[src/rtl/fmwpc_pkg.sv]
// Package for the frame memory window pointer control block.
// Assumes a single 25 MHz APB clock; port clocks arrive as plain pins.
`default_nettype none
package fmwpc_pkg;
   // APB byte offsets
   localparam logic [7:0] FMWPC_CTRL_OFS = 8'h00;
   localparam logic [7:0] FMWPC_RJMP_OFS = 8'h04;
   localparam logic [7:0] FMWPC_WJMP_OFS = 8'h08;
   localparam logic [7:0] FMWPC_RWIN_OFS = 8'h0c;
   localparam logic [7:0] FMWPC_WWIN_OFS = 8'h10;
   localparam logic [7:0] FMWPC_RPTR_OFS = 8'h14;
   localparam logic [7:0] FMWPC_WPTR_OFS = 8'h18;
   localparam logic [7:0] FMWPC_STAT_OFS = 8'h1c;
   // Field positions
   localparam int FMWPC_LINE_POS = 16;
   localparam int FMWPC_HGT_POS = 16;
   localparam int FMWPC_WIN_POS = 2;
   // Reset values of the size registers
   localparam logic [10:0] FMWPC_WID_RST = 11'h040;
   localparam logic [8:0] FMWPC_HGT_RST = 9'h001;
   // Geometry of the two 2-D addressing modes
   localparam logic [10:0] FMWPC_LLEN_M1 = 11'h400;
   localparam logic [10:0] FMWPC_LLEN_M2 = 11'h480;
   localparam logic [8:0] FMWPC_LMAX_M1 = 9'h144;
   localparam logic [8:0] FMWPC_LMAX_M2 = 9'h120;
   localparam logic [10:0] FMWPC_MIN_WID = 11'h040;
   localparam logic [8:0] FMWPC_MIN_HGT = 9'h001;
   localparam int FMWPC_BLK_SHIFT = 5;
   // Reset spacing in port-clock cycles, and words at risk
   localparam logic [7:0] FMWPC_RD_GAP = 8'h40;
   localparam logic [7:0] FMWPC_WR_GAP = 8'ha0;
   localparam logic [5:0] FMWPC_SUS_WORDS = 6'h20;
   // Pointer in 2-D form
   typedef struct packed {
      logic [8:0] line;
      logic [10:0] dot;
   } fmwpc_ptr_type;
   // Synchronised pin group of one port, all active low but clk
   typedef struct packed {
      logic clk;
      logic gate_n;
      logic rst_n;
      logic aset_n;
      logic lrst_n;
      logic wnd_n;
      logic clr_n;
   } fmwpc_pins_type;
   localparam fmwpc_pins_type FMWPC_PINS_IDLE = 7'h3f;
   // Port commands, one-hot
   typedef enum logic [9:0] {
      FMWPC_NONE = 10'h001,
      FMWPC_STEP = 10'h002,
      FMWPC_LINC = 10'h004,
      FMWPC_LHLD = 10'h008,
      FMWPC_ASET = 10'h010,
      FMWPC_RST = 10'h020,
      FMWPC_WRST = 10'h040,
      FMWPC_JMP = 10'h080,
      FMWPC_WJMP = 10'h100,
      FMWPC_CLR = 10'h200
   } fmwpc_cmd_type;
   // State of one port's pointer machine
   typedef struct packed {
      fmwpc_ptr_type ptr;
      fmwpc_ptr_type org;
      fmwpc_ptr_type jmp;
      logic win;
      fmwpc_cmd_type pend;
      logic pend_v;
      logic [7:0] gap;
      logic [5:0] sus;
      logic flag;
   } fmwpc_side_type;
endpackage
`default_nettype wire

[src/rtl/fmwpc_top.sv]
// Read and write address pointer control of a two-port frame memory.
// Assumes port pins come from outside pclk's domain; APB is on pclk.
//
// Added by the designer: register access over APB and the address map.
`default_nettype none
module fmwpc_top
   import fmwpc_pkg::*;
(
   input wire logic pclk,
   input wire logic presetn,
   input wire logic psel,
   input wire logic penable,
   input wire logic pwrite,
   input wire logic [7:0] paddr,
   input wire logic [31:0] pwdata,
   output logic [31:0] prdata,
   output logic pready,
   output logic pslverr,
   input wire logic read_port_clock,
   input wire logic read_clock_gate_n,
   input wire logic read_pointer_reset_n,
   input wire logic read_addr_set_n,
   input wire logic read_line_reset_n,
   input wire logic read_window_select_n,
   input wire logic read_clear_n,
   input wire logic write_port_clock,
   input wire logic write_clock_gate_n,
   input wire logic write_pointer_reset_n,
   input wire logic write_addr_set_n,
   input wire logic write_line_reset_n,
   input wire logic write_window_select_n,
   input wire logic write_clear_n,
   output fmwpc_ptr_type read_addr,
   output fmwpc_ptr_type write_addr,
   output logic read_block_suspect,
   output logic write_block_suspect
);
   // Turn pin levels at a port-clock rise into a command
   function automatic fmwpc_cmd_type fmwpc_decode(input fmwpc_pins_type p);
      fmwpc_cmd_type c;
      c = FMWPC_NONE;
      if (!p.clr_n) begin
         c = FMWPC_CLR;
      end else if (p.rst_n && p.aset_n && p.lrst_n) begin
         c = FMWPC_STEP;
      end else if (p.aset_n && !p.lrst_n) begin
         c = p.rst_n ? FMWPC_LINC : FMWPC_LHLD;
      end else if (p.rst_n && !p.aset_n && p.lrst_n) begin
         c = FMWPC_ASET;
      end else if (!p.rst_n && p.aset_n && p.lrst_n) begin
         c = p.wnd_n ? FMWPC_RST : FMWPC_WRST;
      end else if (!p.rst_n && !p.aset_n && p.lrst_n) begin
         c = p.wnd_n ? FMWPC_JMP : FMWPC_WJMP;
      end
      return c;
   endfunction

   // Reset-type commands are the ones that are queued; they and FMWPC_ASET are spaced
   function automatic logic fmwpc_is_rst(input fmwpc_cmd_type c);
      return (c == FMWPC_RST) || (c == FMWPC_WRST) || (c == FMWPC_JMP) ||
         (c == FMWPC_WJMP) || (c == FMWPC_LINC) || (c == FMWPC_LHLD) ||
         (c == FMWPC_CLR);
   endfunction

   // Apply one command to a port's pointer state
   function automatic fmwpc_side_type fmwpc_exec(
      input fmwpc_side_type s,
      input fmwpc_cmd_type c,
      input logic [10:0] wid,
      input logic [8:0] hgt,
      input logic [10:0] llen,
      input logic [8:0] lmax
   );
      fmwpc_side_type n;
      logic [11:0] rsum;
      logic [9:0] bsum;
      logic [10:0] left;
      logic [10:0] right;
      logic [8:0] top;
      logic [8:0] bot;
      n = s;
      rsum = {1'b0, s.org.dot} + {1'b0, wid} - 12'h001;
      bsum = {1'b0, s.org.line} + {1'b0, hgt} - 10'h001;
      left = s.win ? s.org.dot : 11'h000;
      top = s.win ? s.org.line : 9'h000;
      right = llen - 11'h001;
      bot = lmax - 9'h001;
      if (s.win && rsum < {1'b0, right}) begin
         right = rsum[10:0];
      end
      if (s.win && bsum < {1'b0, bot}) begin
         bot = bsum[8:0];
      end
      case (c)
         FMWPC_STEP: begin
            // Internal address step, halting at line or window end
            if (s.ptr.dot < right) begin
               n.ptr.dot = s.ptr.dot + 11'h001;
            end
            if (s.sus != 6'h00) begin
               n.sus = s.sus - 6'h01;
            end
         end
         FMWPC_LINC: begin
            n.ptr.dot = left;
            n.ptr.line = (s.ptr.line >= bot) ? top : s.ptr.line + 9'h001;
         end
         FMWPC_LHLD: begin
            n.ptr.dot = left;
         end
         FMWPC_RST: begin
            n.ptr = '0;
            n.win = 1'b0;
         end
         FMWPC_WRST: begin
            n.ptr = s.win ? s.org : '0;
         end
         FMWPC_JMP: begin
            n.ptr = s.jmp;
            n.win = 1'b0;
         end
         FMWPC_WJMP: begin
            n.ptr = s.jmp;
            n.org = s.jmp;
            n.win = 1'b1;
         end
         FMWPC_CLR: begin
            n.ptr = '0;
            n.org = '0;
            n.win = 1'b0;
         end
         default: begin
            n = s;
         end
      endcase
      return n;
   endfunction

   // Clamp a requested width to 64 dots .. line length
   function automatic logic [10:0] fmwpc_wid(input logic [10:0] w, input logic [10:0] l);
      logic [10:0] r;
      r = (w < FMWPC_MIN_WID) ? FMWPC_MIN_WID : w;
      return (r > l) ? l : r;
   endfunction

   // Clamp a requested height to 1 .. maximum lines
   function automatic logic [8:0] fmwpc_hgt(input logic [8:0] h, input logic [8:0] m);
      logic [8:0] r;
      r = (h < FMWPC_MIN_HGT) ? FMWPC_MIN_HGT : h;
      return (r > m) ? m : r;
   endfunction

   // Software registers
   logic mode_r; // Low: 1024 x 324, high: 1152 x 288
   fmwpc_ptr_type jreq_r [2]; // Staged jump targets, read then write
   logic [10:0] wid_r [2]; // Window widths
   logic [8:0] hgt_r [2]; // Window heights
   fmwpc_pins_type meta_r [2]; // First synchroniser stage
   fmwpc_pins_type pin_r [2]; // Second synchroniser stage
   logic clk_d_r [2]; // Previous port clock level
   fmwpc_side_type side_r [2]; // Pointer machines
   fmwpc_side_type side_nxt [2];
   logic [31:0] prdata_nxt; // Read data for the coming access phase

   // Bus decode
   wire wr_en = psel && penable && pwrite;
   wire rd_hit_ctrl = (paddr == FMWPC_CTRL_OFS);
   wire [10:0] llen = mode_r ? FMWPC_LLEN_M2 : FMWPC_LLEN_M1;
   wire [8:0] lmax = mode_r ? FMWPC_LMAX_M2 : FMWPC_LMAX_M1;
   wire [1:0] flag_clr = (wr_en && paddr == FMWPC_STAT_OFS) ? pwdata[1:0] : 2'b00;
   wire mapped = (paddr[1:0] == 2'b00) && (paddr <= FMWPC_STAT_OFS);
   fmwpc_pins_type pins_in [2];
   assign pins_in[0] = {read_port_clock, read_clock_gate_n, read_pointer_reset_n,
      read_addr_set_n, read_line_reset_n, read_window_select_n, read_clear_n};
   assign pins_in[1] = {write_port_clock, write_clock_gate_n, write_pointer_reset_n,
      write_addr_set_n, write_line_reset_n, write_window_select_n, write_clear_n};
   assign pready = 1'b1;
   assign pslverr = psel && penable && !mapped;

   // Two-stage synchronisers and clock-level history
   always_ff @(posedge pclk or negedge presetn) begin
      if (!presetn) begin
         for (int i = 0; i < 2; i++) begin
            meta_r[i] <= FMWPC_PINS_IDLE;
            pin_r[i] <= FMWPC_PINS_IDLE;
            clk_d_r[i] <= 1'b0;
         end
      end else begin
         for (int i = 0; i < 2; i++) begin
            meta_r[i] <= pins_in[i];
            pin_r[i] <= meta_r[i];
            clk_d_r[i] <= pin_r[i].clk;
         end
      end
   end

   // Per-port next state; each port uses its own registers plus the shared mode_r
   always_comb begin
      fmwpc_cmd_type cmd;
      logic [7:0] lim;
      logic rise;
      cmd = FMWPC_NONE;
      lim = FMWPC_RD_GAP;
      rise = 1'b0;
      for (int i = 0; i < 2; i++) begin
         side_nxt[i] = side_r[i];
         // Software clear first, so a set in the same cycle wins
         if (flag_clr[i]) begin
            side_nxt[i].flag = 1'b0;
         end
         cmd = fmwpc_decode(pin_r[i]);
         lim = (i == 0) ? FMWPC_RD_GAP : FMWPC_WR_GAP;
         rise = pin_r[i].clk && !clk_d_r[i];
         // Every port edge counts toward spacing, gated off or not
         if (rise && side_r[i].gap != 8'hff) begin
            side_nxt[i].gap = side_r[i].gap + 8'h01;
         end
         if (rise && pin_r[i].gate_n) begin
            // Gate off: hold the first reset-type command only
            if (fmwpc_is_rst(cmd) && !side_r[i].pend_v) begin
               side_nxt[i].pend = cmd;
               side_nxt[i].pend_v = 1'b1;
            end
         end else if (rise) begin
            // Gate on: a held command runs at this first edge
            if (side_r[i].pend_v) begin
               cmd = side_r[i].pend;
               side_nxt[i].pend_v = 1'b0;
               side_nxt[i].pend = FMWPC_NONE;
            end
            if (cmd == FMWPC_ASET) begin
               side_nxt[i].jmp = jreq_r[i];
            end
            side_nxt[i] = fmwpc_exec(side_nxt[i], cmd,
               fmwpc_wid(wid_r[i], llen), fmwpc_hgt(hgt_r[i], lmax), llen, lmax);
            // Spacing watch: pointers still move, only data is flagged
            if (fmwpc_is_rst(cmd) || cmd == FMWPC_ASET) begin
               side_nxt[i].gap = 8'h00;
               if (side_r[i].gap < lim) begin
                  side_nxt[i].sus = FMWPC_SUS_WORDS;
                  side_nxt[i].flag = 1'b1;
               end
            end
         end
      end
   end

   // Pointer machine state
   always_ff @(posedge pclk or negedge presetn) begin
      if (!presetn) begin
         for (int i = 0; i < 2; i++) begin
            side_r[i] <= '{ptr: '0, org: '0, jmp: '0, win: 1'b0, pend: FMWPC_NONE,
               pend_v: 1'b0, gap: 8'hff, sus: 6'h00, flag: 1'b0};
         end
      end else begin
         for (int i = 0; i < 2; i++) begin
            side_r[i] <= side_nxt[i];
         end
      end
   end

   // Register writes
   always_ff @(posedge pclk or negedge presetn) begin
      if (!presetn) begin
         mode_r <= 1'b0;
         for (int i = 0; i < 2; i++) begin
            jreq_r[i] <= '0;
            wid_r[i] <= FMWPC_WID_RST;
            hgt_r[i] <= FMWPC_HGT_RST;
         end
      end else if (wr_en) begin
         if (rd_hit_ctrl) begin
            mode_r <= pwdata[0];
         end else if (paddr == FMWPC_RJMP_OFS || paddr == FMWPC_WJMP_OFS) begin
            // Jump target in 32-dot blocks; zero is the caller's concern
            jreq_r[paddr == FMWPC_WJMP_OFS] <= {pwdata[FMWPC_LINE_POS +: 9],
               pwdata[5:0], 5'h00};
         end else if (paddr == FMWPC_RWIN_OFS || paddr == FMWPC_WWIN_OFS) begin
            wid_r[paddr == FMWPC_WWIN_OFS] <= pwdata[10:0];
            hgt_r[paddr == FMWPC_WWIN_OFS] <= pwdata[FMWPC_HGT_POS +: 9];
         end
      end
   end

   // Read data mux; window sizes read back as the clamped values in use
   always_comb begin
      prdata_nxt = 32'h0000_0000;
      if (rd_hit_ctrl) begin
         prdata_nxt[0] = mode_r;
      end else if (paddr == FMWPC_RJMP_OFS || paddr == FMWPC_WJMP_OFS) begin
         prdata_nxt[FMWPC_LINE_POS +: 9] = jreq_r[paddr == FMWPC_WJMP_OFS].line;
         prdata_nxt[5:0] = jreq_r[paddr == FMWPC_WJMP_OFS].dot[10:FMWPC_BLK_SHIFT];
      end else if (paddr == FMWPC_RWIN_OFS || paddr == FMWPC_WWIN_OFS) begin
         prdata_nxt[10:0] = fmwpc_wid(wid_r[paddr == FMWPC_WWIN_OFS], llen);
         prdata_nxt[FMWPC_HGT_POS +: 9] = fmwpc_hgt(hgt_r[paddr == FMWPC_WWIN_OFS], lmax);
      end else if (paddr == FMWPC_RPTR_OFS || paddr == FMWPC_WPTR_OFS) begin
         prdata_nxt[10:0] = side_r[paddr == FMWPC_WPTR_OFS].ptr.dot;
         prdata_nxt[FMWPC_LINE_POS +: 9] = side_r[paddr == FMWPC_WPTR_OFS].ptr.line;
      end else if (paddr == FMWPC_STAT_OFS) begin
         prdata_nxt[1:0] = {side_r[1].flag, side_r[0].flag};
         prdata_nxt[FMWPC_WIN_POS +: 2] = {side_r[1].win, side_r[0].win};
      end
   end

   // Read data taken in the setup phase, held through the access phase
   always_ff @(posedge pclk or negedge presetn) begin
      if (!presetn) begin
         prdata <= 32'h0000_0000;
      end else if (psel && !penable) begin
         prdata <= prdata_nxt;
      end
   end

   // Outputs straight from state flops
   assign read_addr = side_r[0].ptr;
   assign write_addr = side_r[1].ptr;
   assign read_block_suspect = (side_r[0].sus != 6'h00);
   assign write_block_suspect = (side_r[1].sus != 6'h00);
endmodule
`default_nettype wire

[config.mk]
export PLATFORM = sky130hd
export DESIGN_NAME = fmwpc_top
export DESIGN_NICKNAME = d
export VERILOG_FILES = /design/src/rtl/fmwpc_pkg.sv /design/src/rtl/fmwpc_top.sv
export SDC_FILE = /design/constraint.sdc
export NUM_CORES = 1
export LEC_CHECK = 0
export BUFFER_PORTS_ARGS = -buffer_cell sky130_fd_sc_hd__buf_2
export CAP_MARGIN = 20
export CORE_ASPECT_RATIO = 0.6
export CORE_UTILIZATION = 56
export CTS_BUF_LIST = sky130_fd_sc_hd__clkbuf_16
export DETAILED_ROUTE_END_ITERATION = 7
export PLACE_DENSITY = 0.78
export SYNTH_ARGS = -nofsm -noshare
export SYNTH_HDL_FRONTEND = slang
export SYNTH_SLANG_ARGS = --single-unit
[constraint.sdc]
create_clock -name pclk -period 6.7 [get_ports pclk]
set_input_delay 0.335 -clock pclk [delete_from_list [all_inputs] [get_ports pclk]]
set_output_delay 0.335 -clock pclk [all_outputs]
set_load 0.02 [all_outputs]
==> out/metrics.cfg, run 1 <==
[power_and_ir_drop]
peakVddDrop_mv=0.214
power.leakage_nw=10.6
power_density_nw_per_um2=222
power.total_w=0.00498

[logic_synthesis]
synth_cell_types=98
ys_top_cells_by_count=nand2_1, dfrtp_1, inv_1
ys.flop_type=dfrtp_1
synth-edff-count=0
yosysTopAreaCell=dfrtp_1
synth_area_um2=19800
syn-instance-count=2136
synth_warnings=0
synth_area_leaders=dfrtp_1, ha_1, dfstp_2
ys_ff_latch=295
yosysMostFrequentCell=nand2_1
synth_top_area_share_pct=31.5
ys_seq_area_share_pct=37.6
syn_area_per_cell_um2=9.26
synthArstFlopShare_pct=100

[status]
status=complete, but fails checks
violations=negative setup slack

[floorplanning]
fp.coreArea_um2=34200
start_util_pct=57.8
rows=52
dieHeight_um=148
die_w_um=245
die_area_um2=36100
io_pins=135

[setup_path]
arrival_ns=7.37
r2r-start=wid_r[5]
critPathSlowestCell=dfrtp_1
critPathMostFrequentCell=buf_4
reg2regPathDepth=35
cp_max_fo=5
end_kind=flip-flop
start_kind=flip-flop
worst_ep_required_time_ns=7.13
criticalPathCategory=flip-flop to flip-flop
r2r_slack_ns=-0.24
timing.rr.end=write_addr[8]
slowest_delay_ns=0.39

[worst_hold_path]
holdPathStages=2
min_path_type=input port to flip-flop
min_to=wid_r[21]
worstHoldStart=pwdata[10]

[sta]
final-setup-viol-count=11
drv_slew=0
period_share_pct=104
fin_worst_skew_ns=0.0116
slew_headroom_pct=28.7
fin_crit_ns=6.94
max_freq_ghz=0.144
rsz0062_at_grt=true
setup_slack_ns=-0.235
worstMarginPinSlew_ns=1.07
hold_viol_final=0

[drt]
ant_nets=0
num_vias=17300
drt_iter0_drc=1921
drt-total-wl_um=60200
viasPerCell=6.30
avgRoutedWirePerCell_um=22.0
drc=0
firstDrtPassIters=6

[grt]
grt_usage_pct=32.8
grt_pass1_vias=16100
grt_pass1_wl_um=92600
grt_max_degree=135
gr-total-overflow=0
antenna_found_initial=0

[final_layout]
fin_cells=2741
antenna_cells=0
drive_above_1_share_pct=20.9
nets=2473
finalInstanceArea_um2=22400
syn_to_final_growth_pct=13.3
final_util_pct=65.5

[placed_design]
post-dp-hpwl_um=43800
dp_cells=2643
port_buffers=109
placed_area_um2=20800
place.gp.congestion=0.981
dp_slack_ns=-0.344

[cts]
cts_num_sinks=295
clk_latency_ns=0.57
cts-root-buf=clkbuf_16
cts_buffer_depth=3
tritoncts=built
htree_levels=1
clk_pin_slew_ns=0.07
numCtsBuffers=29

[job]
maxCapViolations=0

state kept, by name, summed over array words and instances, names as in the netlist:
name        flops
clk_d_r         2
hgt_r          18
jreq_r         30
meta_r         14
mode_r          1
pin_r          14
prdata         20
read_addr      20
side_r        134
wid_r          22
write_addr     20
final cells by class:
| cell class | count | area [µm²] |
|---|---|---|
| clock buffer | 30 | 751 |
| multi-input combinational | 1548 | 11400 |
| tap | 459 | 574 |
| timing repair buffer | 217 | 1480 |
| clock inverter | 23 | 131 |
| sequential | 295 | 7440 |
| fill | 2828 | 11800 |
| inverter | 169 | 642 |
cells by family (layout without fill, tap and decap cells):
| family | Yosys count | after routing | share of synthesized area (%) |
|---|---|---|---|
| adders and majority gates | 154 | 154 | 9.89 |
| other | 2 | 13 | 0.0380 |
| and+or+nand+nor | 653 | 653 | 16.0 |
| AOI/OAI and AO/OA | 494 | 495 | 17.3 |
| muxes | 182 | 182 | 9.93 |
| xor gates and xnor gates | 51 | 51 | 2.26 |
| DFF | 295 | 295 | 37.6 |
| buffers and inverters | 305 | 439 | 6.98 |
where the power goes:
| part | total, W | switching, W | internal, W |
|---|---|---|---|
| Combinational | 0.00126 | 0.000731 | 0.000524 |
| Sequential | 0.00216 | 0.000239 | 0.00192 |
| Clock | 0.00156 | 0.000719 | 0.000844 |
| Total | 0.00498 | 0.00169 | 0.00329 |
worst max-delay path, delay by kind of cell, from the launching register on:
kind / cells / cell delay [ns]
simple gates: 7 / 1.08
buf+inv: 6 / 0.83
xor+xnor: 1 / 0.19
fa+ha+maj: 4 / 1.17
flops: 1 / 0.39
compound gates: 16 / 2.96
mux: 1 / 0.14
what timing repair did:
action | 4_1_cts | 5_1_grt
gates cloned | 0 | 1
setup buffers | 14 | 14
hold buffers | 15 | 0
gates resized for setup | 25 | 65
setup endpoints to repair | 38 | 39
pin swaps | 24 | 31
endpoints found under the hold margin | 94 | 0
worst max-delay path by stage:
| stage | from | endpoint | slack (ns) | cells past startpoint |
|---|---|---|---|---|
| after floorplan | mode_r | write_addr[9] | 0.02 | 31 |
| final | wid_r[5] | write_addr[8] | -0.24 | 35 |
| after detailed placement | wid_r[2] | write_addr[9] | -0.34 | 34 |
| after global placement | wid_r[2] | write_addr[0] | -0.04 | 32 |
| after CTS | mode_r | write_addr[16] | 0.003 | 34 |
| after global routing | wid_r[5] | write_addr[8] | -0.44 | 35 |
placed cells by master, fill, tap and decap left out, types with 16 or more instances in the layout:
cell,synthesis,final
nand2_1,254,248
dfrtp_1,249,248
inv_1,167,176
ha_1,150,147
nor2_1,131,129
buf_2,16,109
mux2_2,91,91
o21ai_0,95,89
a21oi_1,97,89
buf_4,57,80
mux2i_1,68,67
nand3_1,50,49
dfstp_2,46,46
a22o_1,34,34
xnor2_1,32,32
nor3_1,33,31
o21ai_1,26,30
clkbuf_16,0,30
nand2b_1,29,29
and2_1,26,24
a21o_1,22,21
a31oi_1,21,21
mux2_1,23,21
xor2_1,19,19
a221oi_1,21,18
nor2b_1,17,17
nand4_1,16,16
per-stage QoR:
stage          hold slack, ns  setup TNS [ns]
5_1_grt                0.0531           -5.78
2_1_floorplan          0.0394               0
6_report               0.0604           -1.84
4_1_cts                0.0370               0
3_3_place_gp            0.338          -0.105
3_5_place_dp            0.338           -4.48
routing by layer:
metal | vias to the layer above | track usage [%] | routed length [µm] | share of wire [%]
met5 | - | 0 | 0 | 0
met4 | 0 | 7.34 | 1660 | 2.8
met3 | 138 | 6.55 | 6650 | 11
met2 | 895 | 47.8 | 25600 | 43
met1 | 8402 | 49.9 | 26300 | 44
li1 | 7834 | - | - | -
No activity file was read; power rests on OpenSTA's default activity.
==> run 2, diff against run 1 <==
Settings changed: REMOVE_ABC_BUFFERS from default to 1.
==> run 2 against run 1 <==
Against the previous run: the flow still finishes with violations (negative setup slack); global-route usage fell by 0.32 points; sequential cell count unchanged; final area is 0.19% higher; critical path type unchanged; fmax up 2.9%; final cell count about the same; wire length decreased by 1.3%.
==> out/metrics.cfg, run 2 (synthesized netlist as in run 1, its figures left out) <==
[final_layout]
regMostFlops=side_r
multi_input_area_um2=11400  ; +0.20%
fin_cells=2743  ; +0.073%
nets=2473  ; unchanged
drive_above_1_share_pct=21.1  ; +0.21 points
final_cell_mix=nand2_1, dfrtp_1, inv_1
largestRegisters=side_r x134, jreq_r x30, wid_r x22
seq_area_um2=7440  ; unchanged
layout_commonest_cell=nand2_1
largest_register_ffs=134  ; unchanged
syn_to_final_growth_pct=13.6
final_util_pct=65.6  ; +0.12 points
nFillCells=2757  ; -2.5%

[sta]
max_freq_ghz=0.148  ; +2.9%
slew_headroom_pct=26.5  ; -2.3 points
worstMarginPinSlew_ns=1.10  ; +0.0369 ns
final-setup-viol-count=8  ; -3
fin_crit_ns=6.74  ; -0.195 ns
setup_slack_ns=-0.0403  ; +0.195 ns
drv_slew=0  ; unchanged
holdWs_ns=0.0135  ; -0.0470 ns
hold_viol_final=0  ; unchanged
rsz0062_at_grt=true
fin_worst_skew_ns=0.0207  ; +0.00906 ns
period_share_pct=101  ; -2.9 points

[setup_path]
criticalPathCategory=flip-flop to flip-flop
worst_ep_required_time_ns=7.21  ; +0.08 ns
end_kind=flip-flop
cp_max_fo=10  ; +5
critPathMostFrequentCell=ha_1
start_kind=flip-flop
critPathSlowestCell=or4_4
arrival_ns=7.25  ; -0.12 ns
slowest_delay_ns=0.59  ; +0.20 ns

[drt]
firstDrtPassIters=5  ; -1
ant_nets=0  ; unchanged
viasPerCell=6.27  ; -0.52%
drt_iter0_drc=1879  ; -2.2%
drt-total-wl_um=59400  ; -1.3%
avgRoutedWirePerCell_um=21.7  ; -1.4%
num_vias=17200  ; -0.45%
drc=0  ; unchanged

[cts]
cts_num_sinks=295  ; unchanged
cts-root-buf=clkbuf_16
htree_levels=1  ; unchanged
clk_latency_ns=0.58  ; about the same
cts_buffer_depth=3  ; unchanged
numCtsBuffers=29  ; unchanged
clk_pin_slew_ns=0.07  ; about the same
tritoncts=built

[placed_design]
dp_cells=2646  ; +0.11%
port_buffers=109  ; unchanged
place.gp.congestion=0.998  ; +1.8%
post-dp-hpwl_um=43500  ; -0.61%

[grt]
grt_pass1_vias=16200  ; +0.81%
grt_max_degree=173  ; +28%
grt_pass1_wl_um=92000  ; -0.71%
gr-total-overflow=0  ; unchanged
grt_usage_pct=32.5  ; -0.32 points
antenna_found_initial=1  ; +1

[job]
maxCapViolations=0  ; unchanged

[power_and_ir_drop]
power_density_nw_per_um2=223  ; +0.48%
power.leakage_nw=10.6  ; -0.14%
peakVddDrop_mv=0.258  ; +20%

[floorplanning]
start_util_pct=57.8  ; unchanged
die_area_um2=36100  ; unchanged
dieHeight_um=148  ; unchanged
rows=52  ; unchanged
io_pins=135  ; unchanged
die_w_um=245  ; unchanged
fp.coreArea_um2=34200  ; unchanged

[status]
violations=negative setup slack
status=complete, but fails checks

[worst_hold_path]
min_path_type=input port to flip-flop

==> run 2: per-stage QoR <==
stage	setup TNS (ns)	worst slack [ns]	cell area (µm²)	power, W
after global placement	-0.945	-0.144	20700	0.00325
after floorplan	-14.19	-0.751	19100	0.00286
after CTS	0	0.0118	21900	0.00491
after global routing	-8.61	-0.368	22500	0.00523
after detailed placement	-9.32	-0.438	20700	0.00330
final	-0.223	-0.0403	22500	0.00501
==> run 2: per-layer routing <==
layer,GRT usage [%],share of wire (%),up-vias
li1,-,-,7838
met1,48.8,44,8362
met4,8.59,2.6,0
met3,7.33,11,114
met5,0,0,-
met2,47.0,43,877
==> run 2: cell type report <==
type | count | area share (%)
multi-input cells | 1548 | 50.9
flip-flops and latches | 295 | 33.1
repair buffers | 217 | 6.58
clock buffers | 29 | 3.23
inverters | 169 | 2.84
well taps | 459 | 2.56
clock inverters | 25 | 0.791
diodes | 1 | 0.0111
==> run 2: worst max-delay path: cells and delay by family (launching register included) <==
| kind | cells | cell delay [ns] |
|---|---|---|
| compound gates | 10 | 1.75 |
| xor+xnor | 1 | 0.15 |
| fa+ha+maj | 6 | 1.71 |
| buf+inv | 4 | 0.55 |
| flops | 1 | 0.45 |
| simple gates | 12 | 2.07 |
==> run 2: final timing paths <==
kind	start	endpoint	slack (ns)	cells after the start
worst max-delay path	mode_r	read_addr[8]	-0.04	33
worst min-delay path	pwdata[8]	wid_r[8]	0.01	2
worst max register to register	mode_r	read_addr[8]	-0.04	33
worst min register to register	meta_r[8]	pin_r[8]	0.34	0
max in group asynchronous	presetn	mode_r	4.78	3
min in group asynchronous	presetn	side_r[110]	0.40	2
==> run 2: report_power, final <==
group | internal (W) | switching [W] | leakage, nW
clock network | 0.000865 | 0.000733 | 0.454
logic | 0.000517 | 0.000728 | 6.28
registers | 0.00192 | 0.000247 | 3.89
==> run 2: repair_timing <==
item                                    CTS  global route
gates resized for setup                  23            71
hold buffers                             15             0
cloned                                    0             1
endpoints found under the hold margin   118             0
setup buffers                             7            13
endpoints found under the setup margin   33            39
pin swaps                                12            40
